$ cat config.mk
export PLATFORM = sky130hd
export DESIGN_NAME = gigabit_ms_ctrl_status_regs
export DESIGN_NICKNAME = d
export VERILOG_FILES = /design/src/hdl/gig_ms_pkg.sv /design/src/hdl/gigabit_ms_ctrl_status_regs.sv
export SDC_FILE = /design/constraint.sdc
export NUM_CORES = 1
export LEC_CHECK = 0
export BUFFER_PORTS_ARGS = -buffer_cell sky130_fd_sc_hd__buf_2
export CAP_MARGIN = 15
export CELL_PAD_IN_SITES_DETAIL_PLACEMENT = 0
export CELL_PAD_IN_SITES_GLOBAL_PLACEMENT = 1
export CORE_MARGIN = 2
export CORE_UTILIZATION = 30
export CTS_CLUSTER_SIZE = 8
export DETAILED_ROUTE_END_ITERATION = 10
export MAX_ROUTING_LAYER = met4
export PLACE_DENSITY = 0.78
export SLEW_MARGIN = 10
export SYNTH_ARGS = -nofsm -noshare
export SYNTH_HDL_FRONTEND = slang
export SYNTH_SLANG_ARGS = --single-unit
$ cat constraint.sdc
create_clock -name clk_i -period 2.5 [get_ports clk_i]
set_clock_uncertainty 0.2 [all_clocks]
set_input_delay 0.5 -clock clk_i [delete_from_list [all_inputs] [get_ports clk_i]]
set_output_delay 0.5 -clock clk_i [all_outputs]
set_load 0.02 [all_outputs]
$ cat src/hdl/gig_ms_pkg.sv
// Purpose: constants and carriers for the gigabit master/slave register bank
// Assumes: word-indexed registers, byte address = 4 * index
// Notes: classic wishbone slave, 32-bit data, 16-bit registers in the low half
package gig_ms_pkg;
	localparam int          ADR_W        = 8;
	// register indices
	localparam logic [5:0]  IDX_CTRL     = 6'h09;
	localparam logic [5:0]  IDX_STS      = 6'h0a;
	localparam logic [5:0]  IDX_RSV_LO   = 6'h0b;
	localparam logic [5:0]  IDX_RSV_HI   = 6'h0e;
	localparam logic [5:0]  IDX_IRQ_STS  = 6'h18;
	localparam logic [5:0]  IDX_IRQ_MASK = 6'h19;
	// control field positions
	localparam int          CTL_TM_HI    = 15;
	localparam int          CTL_TM_LO    = 13;
	localparam int          CTL_MAN_EN   = 12;
	localparam int          CTL_MAN_ROLE = 11;
	localparam int          CTL_PORT     = 10;
	localparam int          CTL_ADV_FD   = 9;
	localparam int          CTL_ADV_HD   = 8;
	// status field positions
	localparam int          STS_FAULT    = 15;
	localparam int          STS_ROLE     = 14;
	localparam int          STS_LOC_OK   = 13;
	localparam int          STS_REM_OK   = 12;
	localparam int          STS_LP_FD    = 11;
	localparam int          STS_LP_HD    = 10;
	localparam int          STS_LP_ASYM  = 9;
	localparam int          STS_RSV      = 8;
	// test mode codes
	localparam logic [2:0]  TM_NORMAL    = 3'h0;
	localparam logic [2:0]  TM_1         = 3'h1;
	localparam logic [2:0]  TM_2         = 3'h2;
	localparam logic [2:0]  TM_3         = 3'h3;
	localparam logic [2:0]  TM_4         = 3'h4;
	localparam logic [2:0]  TM_RST       = 3'h0;
	localparam logic [7:0]  IDLE_CNT_RST = 8'h00;
	localparam logic [7:0]  IDLE_CNT_MAX = 8'hff;
	// interrupt bits
	localparam int          IRQ_N        = 3;
	localparam int          IRQ_FAULT    = 0;
	localparam int          IRQ_LOC      = 1;
	localparam int          IRQ_REM      = 2;
	localparam logic [2:0]  IRQ_RST      = 3'h0;
	localparam int          STRAP_N      = 5;

	typedef struct packed {
		logic manual_en;
		logic manual_role;
		logic port_multi;
		logic adv_fd;
		logic adv_hd;
	} strap_s;

	typedef struct packed {
		logic ms_fault;
		logic resolved_role;
		logic local_rx_ok;
		logic remote_rx_ok;
		logic partner_gig_full_duplex;
		logic partner_gig_half_duplex;
		logic partner_asym_pause;
	} link_stat_s;

	typedef struct packed {
		logic [2:0] test_mode;
		logic       manual_en;
		logic       manual_role;
		logic       port_multi;
		logic       adv_fd;
		logic       adv_hd;
	} ctrl_s;
endpackage

$ cat src/hdl/gigabit_ms_ctrl_status_regs.sv
// Purpose: gigabit master/slave control and status registers
// Assumes: link status and idle errors come from logic on clk_i
// Notes: straps are pins and pass a three-stage synchroniser
//
// Chosen here: the Wishbone register port.
`timescale 1ns/1ps
`default_nettype none
module gigabit_ms_ctrl_status_regs
(
	// clock and reset
	input  wire logic                     clk_i,
	input  wire logic                     rst_i,
	// wishbone slave
	input  wire logic                     cyc_i,
	input  wire logic                     stb_i,
	input  wire logic                     we_i,
	input  wire logic [gig_ms_pkg::ADR_W-1:0] adr_i,
	input  wire logic [3:0]               sel_i,
	input  wire logic [31:0]              dat_i,
	output logic      [31:0]              dat_o,
	output logic                          ack_o,
	// strap pins
	input  wire gig_ms_pkg::strap_s       strap_i,
	// link status from the receive side
	input  wire gig_ms_pkg::link_stat_s   link_i,
	input  wire logic                     idle_err_i,
	// control outputs
	output gig_ms_pkg::ctrl_s             ctrl_o,
	output logic                          irq_o
);
	import gig_ms_pkg::*;

	logic   [STRAP_N-1:0] s1_r;
	logic   [STRAP_N-1:0] s2_r;
	logic   [STRAP_N-1:0] s3_r;
	logic   [STRAP_N-1:0] strap_filt_r;
	ctrl_s                ctrl_r;
	logic   [7:0]         idle_cnt_r;
	logic   [7:0]         idle_cnt_nxt;
	logic   [IRQ_N-1:0]   irq_sts_r;
	logic   [IRQ_N-1:0]   irq_mask_r;
	logic   [IRQ_N-1:0]   irq_ev;
	link_stat_s           link_prev_r;
	logic                 ack_r;
	logic   [31:0]        dat_r;
	logic   [31:0]        rdata;
	logic   [15:0]        sts_word;
	logic   [5:0]         idx;
	logic                 take;
	logic                 wr;
	logic                 rd_sts;
	strap_s               strap_v;

	assign idx     = adr_i[ADR_W-1:2];
	// one cycle per access; ack falls the cycle after it rose
	assign take    = cyc_i & stb_i & ~ack_r;
	assign wr      = take & we_i;
	assign rd_sts  = take & ~we_i & (idx == IDX_STS);
	assign ack_o   = ack_r;
	assign dat_o   = dat_r;
	assign ctrl_o  = ctrl_r;
	assign strap_v = strap_filt_r;

	genvar g;
	generate
		for (g = 0; g < STRAP_N; g++) begin : g_strap
			always_ff @(posedge clk_i) begin
				s1_r[g] <= strap_i[g];
				s2_r[g] <= s1_r[g];
				s3_r[g] <= s2_r[g];
				if (s2_r[g] == s3_r[g]) begin
					strap_filt_r[g] <= s3_r[g];
				end
			end
		end
	endgenerate

	// control register; straps keep loading while reset is held
	always_ff @(posedge clk_i) begin
		if (rst_i) begin
			ctrl_r.test_mode   <= TM_RST;
			ctrl_r.manual_en   <= strap_v.manual_en;
			ctrl_r.manual_role <= strap_v.manual_role;
			ctrl_r.port_multi  <= strap_v.port_multi;
			ctrl_r.adv_fd      <= strap_v.adv_fd;
			ctrl_r.adv_hd      <= strap_v.adv_hd;
		end else if (wr && idx == IDX_CTRL && sel_i[1]) begin
			ctrl_r.test_mode   <= dat_i[CTL_TM_HI:CTL_TM_LO];
			ctrl_r.manual_en   <= dat_i[CTL_MAN_EN];
			ctrl_r.manual_role <= dat_i[CTL_MAN_ROLE];
			ctrl_r.adv_fd      <= dat_i[CTL_ADV_FD];
			ctrl_r.adv_hd      <= dat_i[CTL_ADV_HD];
		end
	end

	always_comb begin
		idle_cnt_nxt = idle_cnt_r;
		if (rd_sts) begin
			idle_cnt_nxt = IDLE_CNT_RST;
		end
		if (idle_err_i && idle_cnt_nxt != IDLE_CNT_MAX) begin
			idle_cnt_nxt = idle_cnt_nxt + 8'h01;
		end
	end

	always_ff @(posedge clk_i) begin
		if (rst_i) begin
			idle_cnt_r <= IDLE_CNT_RST;
		end else begin
			idle_cnt_r <= idle_cnt_nxt;
		end
	end

	// status word
	always_comb begin
		sts_word = 16'h0000;
		sts_word[STS_FAULT]   = link_i.ms_fault;
		sts_word[STS_ROLE]    = link_i.resolved_role & ~link_i.ms_fault;
		sts_word[STS_LOC_OK]  = link_i.local_rx_ok;
		sts_word[STS_REM_OK]  = link_i.remote_rx_ok;
		sts_word[STS_LP_FD]   = link_i.partner_gig_full_duplex;
		sts_word[STS_LP_HD]   = link_i.partner_gig_half_duplex;
		sts_word[STS_LP_ASYM] = link_i.partner_asym_pause;
		sts_word[STS_RSV]     = 1'b0;
		sts_word[7:0]         = idle_cnt_r;
	end

	// read mux; unmapped and reserved indices read zero
	always_comb begin
		rdata = 32'h0000_0000;
		case (idx)
			IDX_CTRL: begin
				rdata[CTL_TM_HI:CTL_TM_LO] = ctrl_r.test_mode;
				rdata[CTL_MAN_EN]          = ctrl_r.manual_en;
				rdata[CTL_MAN_ROLE]        = ctrl_r.manual_role;
				rdata[CTL_PORT]            = ctrl_r.port_multi;
				rdata[CTL_ADV_FD]          = ctrl_r.adv_fd;
				rdata[CTL_ADV_HD]          = ctrl_r.adv_hd;
			end
			IDX_STS: begin
				rdata[15:0] = sts_word;
			end
			IDX_IRQ_STS: begin
				rdata[IRQ_N-1:0] = irq_sts_r;
			end
			IDX_IRQ_MASK: begin
				rdata[IRQ_N-1:0] = irq_mask_r;
			end
			default: begin
				rdata = 32'h0000_0000;
			end
		endcase
	end

	always_ff @(posedge clk_i) begin
		if (rst_i) begin
			ack_r <= 1'b0;
			dat_r <= 32'h0000_0000;
		end else begin
			ack_r <= take;
			if (take && !we_i) begin
				dat_r <= rdata;
			end
		end
	end

	// interrupt events from link status edges
	assign irq_ev[IRQ_FAULT] = link_i.ms_fault & ~link_prev_r.ms_fault;
	assign irq_ev[IRQ_LOC]   = link_i.local_rx_ok ^ link_prev_r.local_rx_ok;
	assign irq_ev[IRQ_REM]   = link_i.remote_rx_ok ^ link_prev_r.remote_rx_ok;

	always_ff @(posedge clk_i) begin
		if (rst_i) begin
			link_prev_r <= '0;
		end else begin
			link_prev_r <= link_i;
		end
	end

	// write one to clear; a new event in the same cycle wins
	always_ff @(posedge clk_i) begin
		if (rst_i) begin
			irq_sts_r <= IRQ_RST;
		end else if (wr && idx == IDX_IRQ_STS && sel_i[0]) begin
			irq_sts_r <= (irq_sts_r & ~dat_i[IRQ_N-1:0]) | irq_ev;
		end else begin
			irq_sts_r <= irq_sts_r | irq_ev;
		end
	end

	always_ff @(posedge clk_i) begin
		if (rst_i) begin
			irq_mask_r <= IRQ_RST;
		end else if (wr && idx == IDX_IRQ_MASK && sel_i[0]) begin
			irq_mask_r <= dat_i[IRQ_N-1:0];
		end
	end

	assign irq_o = |(irq_sts_r & irq_mask_r);

	// checks
	logic ctl_wr;
	assign ctl_wr = wr && idx == IDX_CTRL && sel_i[1];

	property p_tm_wr;
		@(posedge clk_i) disable iff (rst_i)
		ctl_wr |=> ctrl_o.test_mode == $past(dat_i[CTL_TM_HI:CTL_TM_LO]);
	endproperty
	a_tm_wr: assert property (p_tm_wr) else $error("test mode write lost");

	property p_man_en;
		@(posedge clk_i) disable iff (rst_i)
		ctl_wr ##1 !ctl_wr[*2] |-> ctrl_o.manual_en == $past(dat_i[CTL_MAN_EN], 2);
	endproperty
	a_man_en: assert property (p_man_en) else $error("manual enable not held");

	property p_man_role;
		@(posedge clk_i) disable iff (rst_i)
		ctl_wr |=> ctrl_o.manual_role == $past(dat_i[CTL_MAN_ROLE]);
	endproperty
	a_man_role: assert property (p_man_role) else $error("manual role write lost");

	property p_strap;
		@(posedge clk_i)
		rst_i && $past(s2_r == s3_r) |=> ctrl_o[4:0] == $past(strap_filt_r);
	endproperty
	a_strap: assert property (p_strap) else $error("strap not loaded in reset");

	property p_port_ro;
		@(posedge clk_i) disable iff (rst_i)
		!$past(rst_i) |-> $stable(ctrl_o.port_multi);
	endproperty
	a_port_ro: assert property (p_port_ro) else $error("port type changed");

	property p_adv;
		@(posedge clk_i) disable iff (rst_i)
		ctl_wr |=> {ctrl_o.adv_fd, ctrl_o.adv_hd} == $past(dat_i[CTL_ADV_FD:CTL_ADV_HD]);
	endproperty
	a_adv: assert property (p_adv) else $error("duplex advert write lost");

	property p_sts_rd;
		@(posedge clk_i) disable iff (rst_i)
		rd_sts |=> ack_o && dat_o[STS_FAULT] == $past(link_i.ms_fault)
			&& dat_o[STS_LP_FD] == $past(link_i.partner_gig_full_duplex)
			&& dat_o[STS_RSV] == 1'b0;
	endproperty
	a_sts_rd: assert property (p_sts_rd) else $error("status read wrong");

	property p_role;
		@(posedge clk_i) disable iff (rst_i)
		rd_sts && link_i.ms_fault |=> dat_o[STS_ROLE] == 1'b0;
	endproperty
	a_role: assert property (p_role) else $error("role shown under fault");

	property p_rsv;
		@(posedge clk_i) disable iff (rst_i)
		take && !we_i && idx >= IDX_RSV_LO && idx <= IDX_RSV_HI |=> ack_o && dat_o == 32'h0;
	endproperty
	a_rsv: assert property (p_rsv) else $error("reserved read not zero");

	property p_sat;
		@(posedge clk_i) disable iff (rst_i)
		idle_cnt_r == IDLE_CNT_MAX && !rd_sts |=> idle_cnt_r == IDLE_CNT_MAX;
	endproperty
	a_sat: assert property (p_sat) else $error("idle count wrapped");

	property p_clr;
		@(posedge clk_i) disable iff (rst_i)
		rd_sts && !idle_err_i |=> idle_cnt_r == 8'h00 ##1 !ack_o;
	endproperty
	a_clr: assert property (p_clr) else $error("idle count not cleared");

	property p_irq;
		@(posedge clk_i) disable iff (rst_i)
		(irq_ev & irq_mask_r) != 3'h0 && !(wr && idx == IDX_IRQ_MASK) |=> irq_o;
	endproperty
	a_irq: assert property (p_irq) else $error("interrupt missed");

	property p_tm_rst;
		@(posedge clk_i)
		rst_i |=> ctrl_o.test_mode == TM_RST;
	endproperty
	a_tm_rst: assert property (p_tm_rst) else $error("test mode not reset");

	property p_sts_self;
		@(posedge clk_i) disable iff (rst_i)
		rd_sts && !link_i.ms_fault |=> dat_o[STS_ROLE] == $past(link_i.resolved_role)
			&& dat_o[STS_LOC_OK] == $past(link_i.local_rx_ok)
			&& dat_o[STS_REM_OK] == $past(link_i.remote_rx_ok);
	endproperty
	a_sts_self: assert property (p_sts_self) else $error("own status wrong");

	property p_sts_lp;
		@(posedge clk_i) disable iff (rst_i)
		rd_sts |=> dat_o[STS_LP_HD] == $past(link_i.partner_gig_half_duplex)
			&& dat_o[STS_LP_ASYM] == $past(link_i.partner_asym_pause);
	endproperty
	a_sts_lp: assert property (p_sts_lp) else $error("partner ability wrong");

	property p_cnt_inc;
		@(posedge clk_i) disable iff (rst_i)
		idle_err_i && !rd_sts && idle_cnt_r != IDLE_CNT_MAX
			|=> idle_cnt_r == $past(idle_cnt_r) + 8'h01;
	endproperty
	a_cnt_inc: assert property (p_cnt_inc) else $error("idle error not counted");

	// one wait state, then ack drops so a held strobe is not taken twice
	property p_ack;
		@(posedge clk_i) disable iff (rst_i)
		take |=> ack_o ##1 !ack_o;
	endproperty
	a_ack: assert property (p_ack) else $error("ack not a single pulse");

	c_ctl_wr: cover property (@(posedge clk_i) disable iff (rst_i) ctl_wr);
	c_sat: cover property (@(posedge clk_i) disable iff (rst_i) idle_cnt_r == IDLE_CNT_MAX);
	c_irq: cover property (@(posedge clk_i) disable iff (rst_i) $rose(irq_o));
	c_sts_flt: cover property (@(posedge clk_i) disable iff (rst_i) rd_sts && link_i.ms_fault);
	c_rsv: cover property (@(posedge clk_i) disable iff (rst_i) wr && idx == IDX_RSV_LO);
endmodule
`default_nettype wire

# --- After elaboration in Yosys (flattened, before gate mapping) ---
# Index checks and enable logic that the tools add are counted.
totals:
  regBits: 62
  latchBits: 0
  n_memories: 0
  out_inout_bits: 42
  rom_bits: 0
  ramBits: 0
op_classes:
  n_shift: 0
  order_cmp: 0
  n_bitwise: 18
  addsub: 1
  n_div: 0
  mul: 0
  muxes: 10
  n_reduce_logical: 11
  n_eq_ne: 10
ops:
  columns: ["op", "count"]
  rows:
  - ["2-to-1 mux 8 bit", 2]
  - ["case mux 8 bit (2 select lines)", 1]
  - ["== test 6 x 4 -> 1 bit, second input constant", 2]
  - ["== test 6 x 5 -> 1 bit, second input constant", 2]
  - ["case mux 3 bit (3 select lines)", 1]
  - ["adder 8 x 1 -> 8 bit, second input constant", 1]
  - ["logical AND 1 bit", 8]
  - ["2-to-1 mux 2 bit", 4]
  - ["!= test 8 bit, second input constant", 1]
  - ["bitwise AND 1 bit", 7]
  - ["bitwise AND 3 bit", 2]
  - ["bitwise OR 3 bit", 2]
  - ["== test 1 bit", 5]
  - ["2-to-1 mux 5 bit", 1]
  - ["NOT 1 bit", 4]
  - ["2-to-1 mux 3 bit", 1]
  - ["NOT 3 bit", 1]
  - ["OR reduction 3 bit", 1]
  - ["nonzero test 2 bit", 1]
  - ["XOR 1 bit", 2]
  - ["logical NOT 1 bit", 1]

# --- Longest topological paths before layout ---
depth:
  depth_word: 8
  depth_mapped: 9
  mapped_depth_nobuf: 8

# --- Worst setup path before layout ---
# OpenSTA, ideal clock, no wires.
synth_timing:
  path_type: "reg2reg"
  startpoint: "register ack_r, in the netlist ack_o"
  endpoint: "register idle_cnt_r[4]"
  n_path_buf: 1
  period_less_slack_ns: 2.237
  setup_time_ns: 0.132
  path_slack_ns: 0.263
  t_arrival_ns: 1.906
  path_stages_with_launch: 10
  required_ns: 2.168
  cell_sequence: "dfxtp_1 and4bb_2 and3_1 buf_6 nor2_1 ha_1 nand4_1 o21ai_0 xor2_1 nor3_1"
synth_via:
  elab_chain_len: 8
  word_cells_on_any_way: 9
  classes_between: "add/sub (1); eq/ne (1); mux (2); bitwise (4); reduce/logical (1)"
synth_rtl:
  columns: ["item", "line", "source"]
  rows:
  - ["from (decl)", "gigabit_ms_ctrl_status_regs.sv:44", "logic ack_r;"]
  - ["from (signal assigned)", "gigabit_ms_ctrl_status_regs.sv:160", "ack_r <= take;"]
  - ["NOT 1 bit *", "gigabit_ms_ctrl_status_regs.sv:56", "assign take = cyc_i & stb_i & ~ack_r;"]
  - ["bitwise AND 1 bit *", "gigabit_ms_ctrl_status_regs.sv:56", null]
  - ["bitwise AND 1 bit * (2 in a row)", "gigabit_ms_ctrl_status_regs.sv:58", "assign rd_sts = take & ~we_i & (idx == IDX_STS);"]
  - ["2-to-1 mux 8 bit *", "gigabit_ms_ctrl_status_regs.sv:98", "if (rd_sts) begin"]
  - ["parallel branches: the longest is 2 deep, another holds adder 8 x 1 -> 8 bit", null, null]
  - ["2-to-1 mux 8 bit *", "gigabit_ms_ctrl_status_regs.sv:101", "if (idle_err_i && idle_cnt_nxt != IDLE_CNT_MAX) begin"]
  - ["to (signal assigned)", "gigabit_ms_ctrl_status_regs.sv:110", "idle_cnt_r <= idle_cnt_nxt;"]
  - ["to (decl)", "gigabit_ms_ctrl_status_regs.sv:38", "logic [7:0] idle_cnt_r;"]
# Every way passes the cells marked *.
# A chain may end at the register's enable or synchronous reset.

# --- Worst setup path after layout ---
layout_timing:
  startpoint: "register ack_r, in the netlist ack_o"
  endpoint: "register idle_cnt_r[0]"
# The elaborated chain is that of the path after synthesis.

==> flow_summary.yaml <==
critical_path:
  worst_r2r_endpoint: "idle_cnt_r[0]"
  setup.reg_to_reg.worst_slack_ns: 0.23
  critical_path.max_fanout: 7
  crit_path_end: "idle_cnt_r[0]"
  crit_chain: "and4bb_2 > and3_1 > nor2_1 > ha_1 > nand4_1 > nor2_2 > mux2i_1 > o32ai_1"
  setup.worst_path.start_class: "register"
  number_of_cells_on_the_worst_reg_to_reg_path: 8
  cp_top_family: "simple AND/OR/NAND/NOR gates"
  path_class: "reg2reg"
  critical_path_s_largest_stage_delay_ns: 0.38
  path_depth: 8
  crit_arrival_ns: 2.32
  r2r_start: "ack_o"
  cp-end-kind: "register"
  critical-path-slowest-cell: "dfxtp_1"
  worst-path-buf-inv: 0
  crit_start: "ack_o"
  worstPathRequired_ns: 2.55
global_route:
  globalRouteMet1Util_pct: 16.2
  grt.total_usage_pct: 12.9
  grt.met3_usage_pct: 6.58
  gr-total-overflow: 0
  grt_pass1_wl_um: 8780
  grt_max_degree: 25
  grt.busiest_layer: "met2"
  grtUsageMet2_pct: 18.6
  grt_pass1_vias: 1828
  antenna_found_initial: 0
timing:
  worst_pin_slew_ns: 0.639
  finalMaxSlewViolations: 0
  final_hold_vios: 0
  final_critical_path_setup_slack_ns: 0.231
  worst_slew_margin_rel_pct: 57.4
  post-route-period-util_pct: 90.8
  highest_attainable_clock_frequency_mhz: 441
  setup_viol: 0
  grt_setup_unrepaired: "false"
  timing.final.crit_period_ns: 2.27
floorplanning:
  fp.coreArea_sq_um: 8220
  ios: 104
  die-area_sq_um: 9260
  die_w_um: 96.2
  chipHeight_um: 96.2
  floorplan.initialDensity_pct: 31.1
  rows: 33
power:
  worst_ir_drop_vdd_uv: 449
  total_power_uw: 2260
  cellPowerDensity_nw_per_um2: 722
  power.static_leakage_uw: 0.00133
detailed_routing:
  initialDrtViolationCount: 128
  via_count: 1921
  detail_route.drc_violations: 0
  drt-vias-per-instance: 4.60
  totalWireLength_um: 5420
  first_pass_iteration_count_of_the_detailed_router: 4
  postRouteAntennaNets: 0
  routed_wl_per_cell_um: 13.0
cells_and_area:
  area_added_between_synthesis_and_finish_pct: 22.8
  area.sequential_sq_um: 1340
  layout.nets: 371
  multi_input_comb_area_sq_um: 1050
  antenna-diode-count: 0
  drive_gt1_share_pct: 31.3
  nFillCells: 819
synth:
  cells_after_synth: 244
  synth-seq-area-share_pct: 52.5
  synthesis.area_per_instance_sq_um: 10.5
  yosysWarnings: 0
  synth.area.top_cells: "dfxtp_1, edfxtp_1, buf_4, mux2i_1, nand3_1"
  yosys_most_used_dff: "dfxtp_1"
  ys_types: 43
  synth_largest_type_area_fraction_pct: 40.8
  synth_enable_flop_cells: 10
  netlist_area_sq_um: 2550
  ys_async_sr_fraction_pct: 0
  ys_seq_elements: 62
  post_synth_top_area_cell: "dfxtp_1"
cts:
  clock_sink_count: 62
  worst_setup_hold_path_clk_slew_ns: 0.07
  clk-insertion-delay-late_ns: 0.34
  clockRootBuffer: "clkbuf_8"
  tritoncts_clock_tree: "done"
  post_cts_buffers: 0
  htree_levels: 3
  ctsLongestPathBuffers: 2
  numCtsBuffers: 9
run:
  drv_cap: 0
placement:
  gp_congestion: 0.762
  port_buffers: 61
  sum_of_net_half_perimeters_after_detailed_placement_um: 4110
  place_worst_setup_slack_ns: -0.0192
status:
  run_status: "finished, final reports clean"
worst_hold_path:
  hp-class: "in2reg"
report_power, final:
| group | switching, uW | internal [uW] | leakage, uW |
|---|---|---|---|
| Sequential | 20.6 | 1060 | 0.000525 |
| Clock | 416 | 595 | 0.000113 |
| Combinational | 104 | 68.7 | 0.000691 |
| Total | 541 | 1720 | 0.00133 |
worst reg2reg max path: stages (launching register included):
cell and delay [ns]:
dfxtp_1 0.38, and4bb_2 0.30, and3_1 0.17, nor2_1 0.10, ha_1 0.22, nand4_1 0.28
nor2_2 0.23, mux2i_1 0.09, o32ai_1 0.21
metrics by stage:
| step | utilization [%] | instances | cell area, sq um | TNS [ns] | hold WS, ns |
|---|---|---|---|---|---|
| detailed placement | 35.3 | 402 | 2900 | -0.0192 | 0.114 |
| global route | 38.1 | 418 | 3130 | 0 | 0.0341 |
| finish | 38.1 | 418 | 3130 | 0 | 0.0576 |
| global placement | 35.3 | 402 | 2900 | 0 | 0.111 |
| CTS | 38.1 | 418 | 3130 | 0 | 0.0411 |
| floorplan | - | 259 | 2610 | 0 | 0.110 |
layout by cell type (no fill, tap or decap), types with 2 or more instances in the layout:
cell type / netlist / routed
nand4_1: 2 / 2
a221oi_1: 5 / 5
clkbuf_8: 0 / 10
a211oi_1: 2 / 2
o21ai_0: 3 / 2
nor3_1: 15 / 15
nor2b_1: 8 / 8
nor2_1: 19 / 18
clkinv_4: 0 / 2
and3_1: 2 / 2
and4_1: 3 / 3
mux2i_1: 9 / 9
and2_1: 5 / 5
nand2_1: 12 / 12
conb_1: 1 / 16
edfxtp_1: 10 / 10
buf_2: 3 / 61
nand2b_1: 3 / 3
xor2_1: 3 / 3
a221oi_2: 2 / 2
xnor2_1: 5 / 5
bufinv_16: 0 / 2
buf_4: 19 / 6
a21oi_1: 7 / 7
inv_1: 2 / 2
and4b_1: 2 / 2
a31oi_1: 3 / 3
dfxtp_1: 52 / 52
mux2_2: 7 / 7
nand3_1: 18 / 18
sequential cells by signal, summed over array words and instances, names as in the netlist:
name / cells
dat_o: 16
s2_r: 5
s1_r: 5
ack_o: 1
irq_sts_r: 3
strap_filt_r: 5
link_prev_r: 3
idle_cnt_r: 8
s3_r: 5
irq_mask_r: 3
ctrl_o: 8
layout make-up:
class	instances	share of cell area, %
Sequential cell	62	42.8
Timing Repair Buffer	68	11.8
Inverter	2	0.240
Multi-Input combinational cell	165	33.6
Clock buffer	10	4.39
Clock inverter	6	2.99
Tap cell	105	4.19
cell usage after synthesis (all sizes together), types with 2 or more instances:
| library cell | n |
|---|---|
| dfxtp | 52 |
| buf | 25 |
| nor2 | 19 |
| nand3 | 18 |
| nor3 | 15 |
| nand2 | 12 |
| edfxtp | 10 |
| mux2i | 9 |
| nor2b | 8 |
| a21oi | 7 |
| a221oi | 7 |
| mux2 | 7 |
| and2 | 5 |
| clkbuf | 5 |
| xnor2 | 5 |
| a31oi | 3 |
| and4 | 3 |
| nand2b | 3 |
| o21ai | 3 |
| xor2 | 3 |
| a211oi | 2 |
| and3 | 2 |
| and4b | 2 |
| inv | 2 |
| nand4 | 2 |
| nor3b | 2 |
worst min path at each step:
stage                     startpoint  cells after the start       to
after CTS                 strap_i[1]                      1  s1_r[1]
after detailed placement     s1_r[1]                      0  s2_r[1]
after global routing      strap_i[1]                      1  s1_r[1]
after global placement       s1_r[2]                      0  s2_r[2]
final                     strap_i[1]                      1  s1_r[1]
after floorplan              s1_r[0]                      0  s2_r[0]
cell families (layout without fill, tap and decap cells):
logic type                 count (synthesis)  count (layout)  synth area share, %
DFF                                       62              62                 52.5
adders and majority gates                  1               1                0.490
buffers and inverters                     32              86                 8.53
muxes                                     16              16                 6.62
xor gates and xnor gates                   8               8                 2.75
other                                      1              16                0.147
AOI/OAI and AO/OA                         30              30                 9.07
and+or+nand+nor                           94              94                 19.9
timing repair:
action,CTS,global route
hold buffers,0,0
resized for setup,0,2
endpoints found under the setup margin,0,1
routing by layer:
layer / vias to the layer above / routed length, um
met4: 0 / 19
met5: - / 0
met2: 67 / 2360
met3: 2 / 542
met1: 881 / 2500
li1: 971 / -
Note: power is estimated with default switching activity, not from simulation.
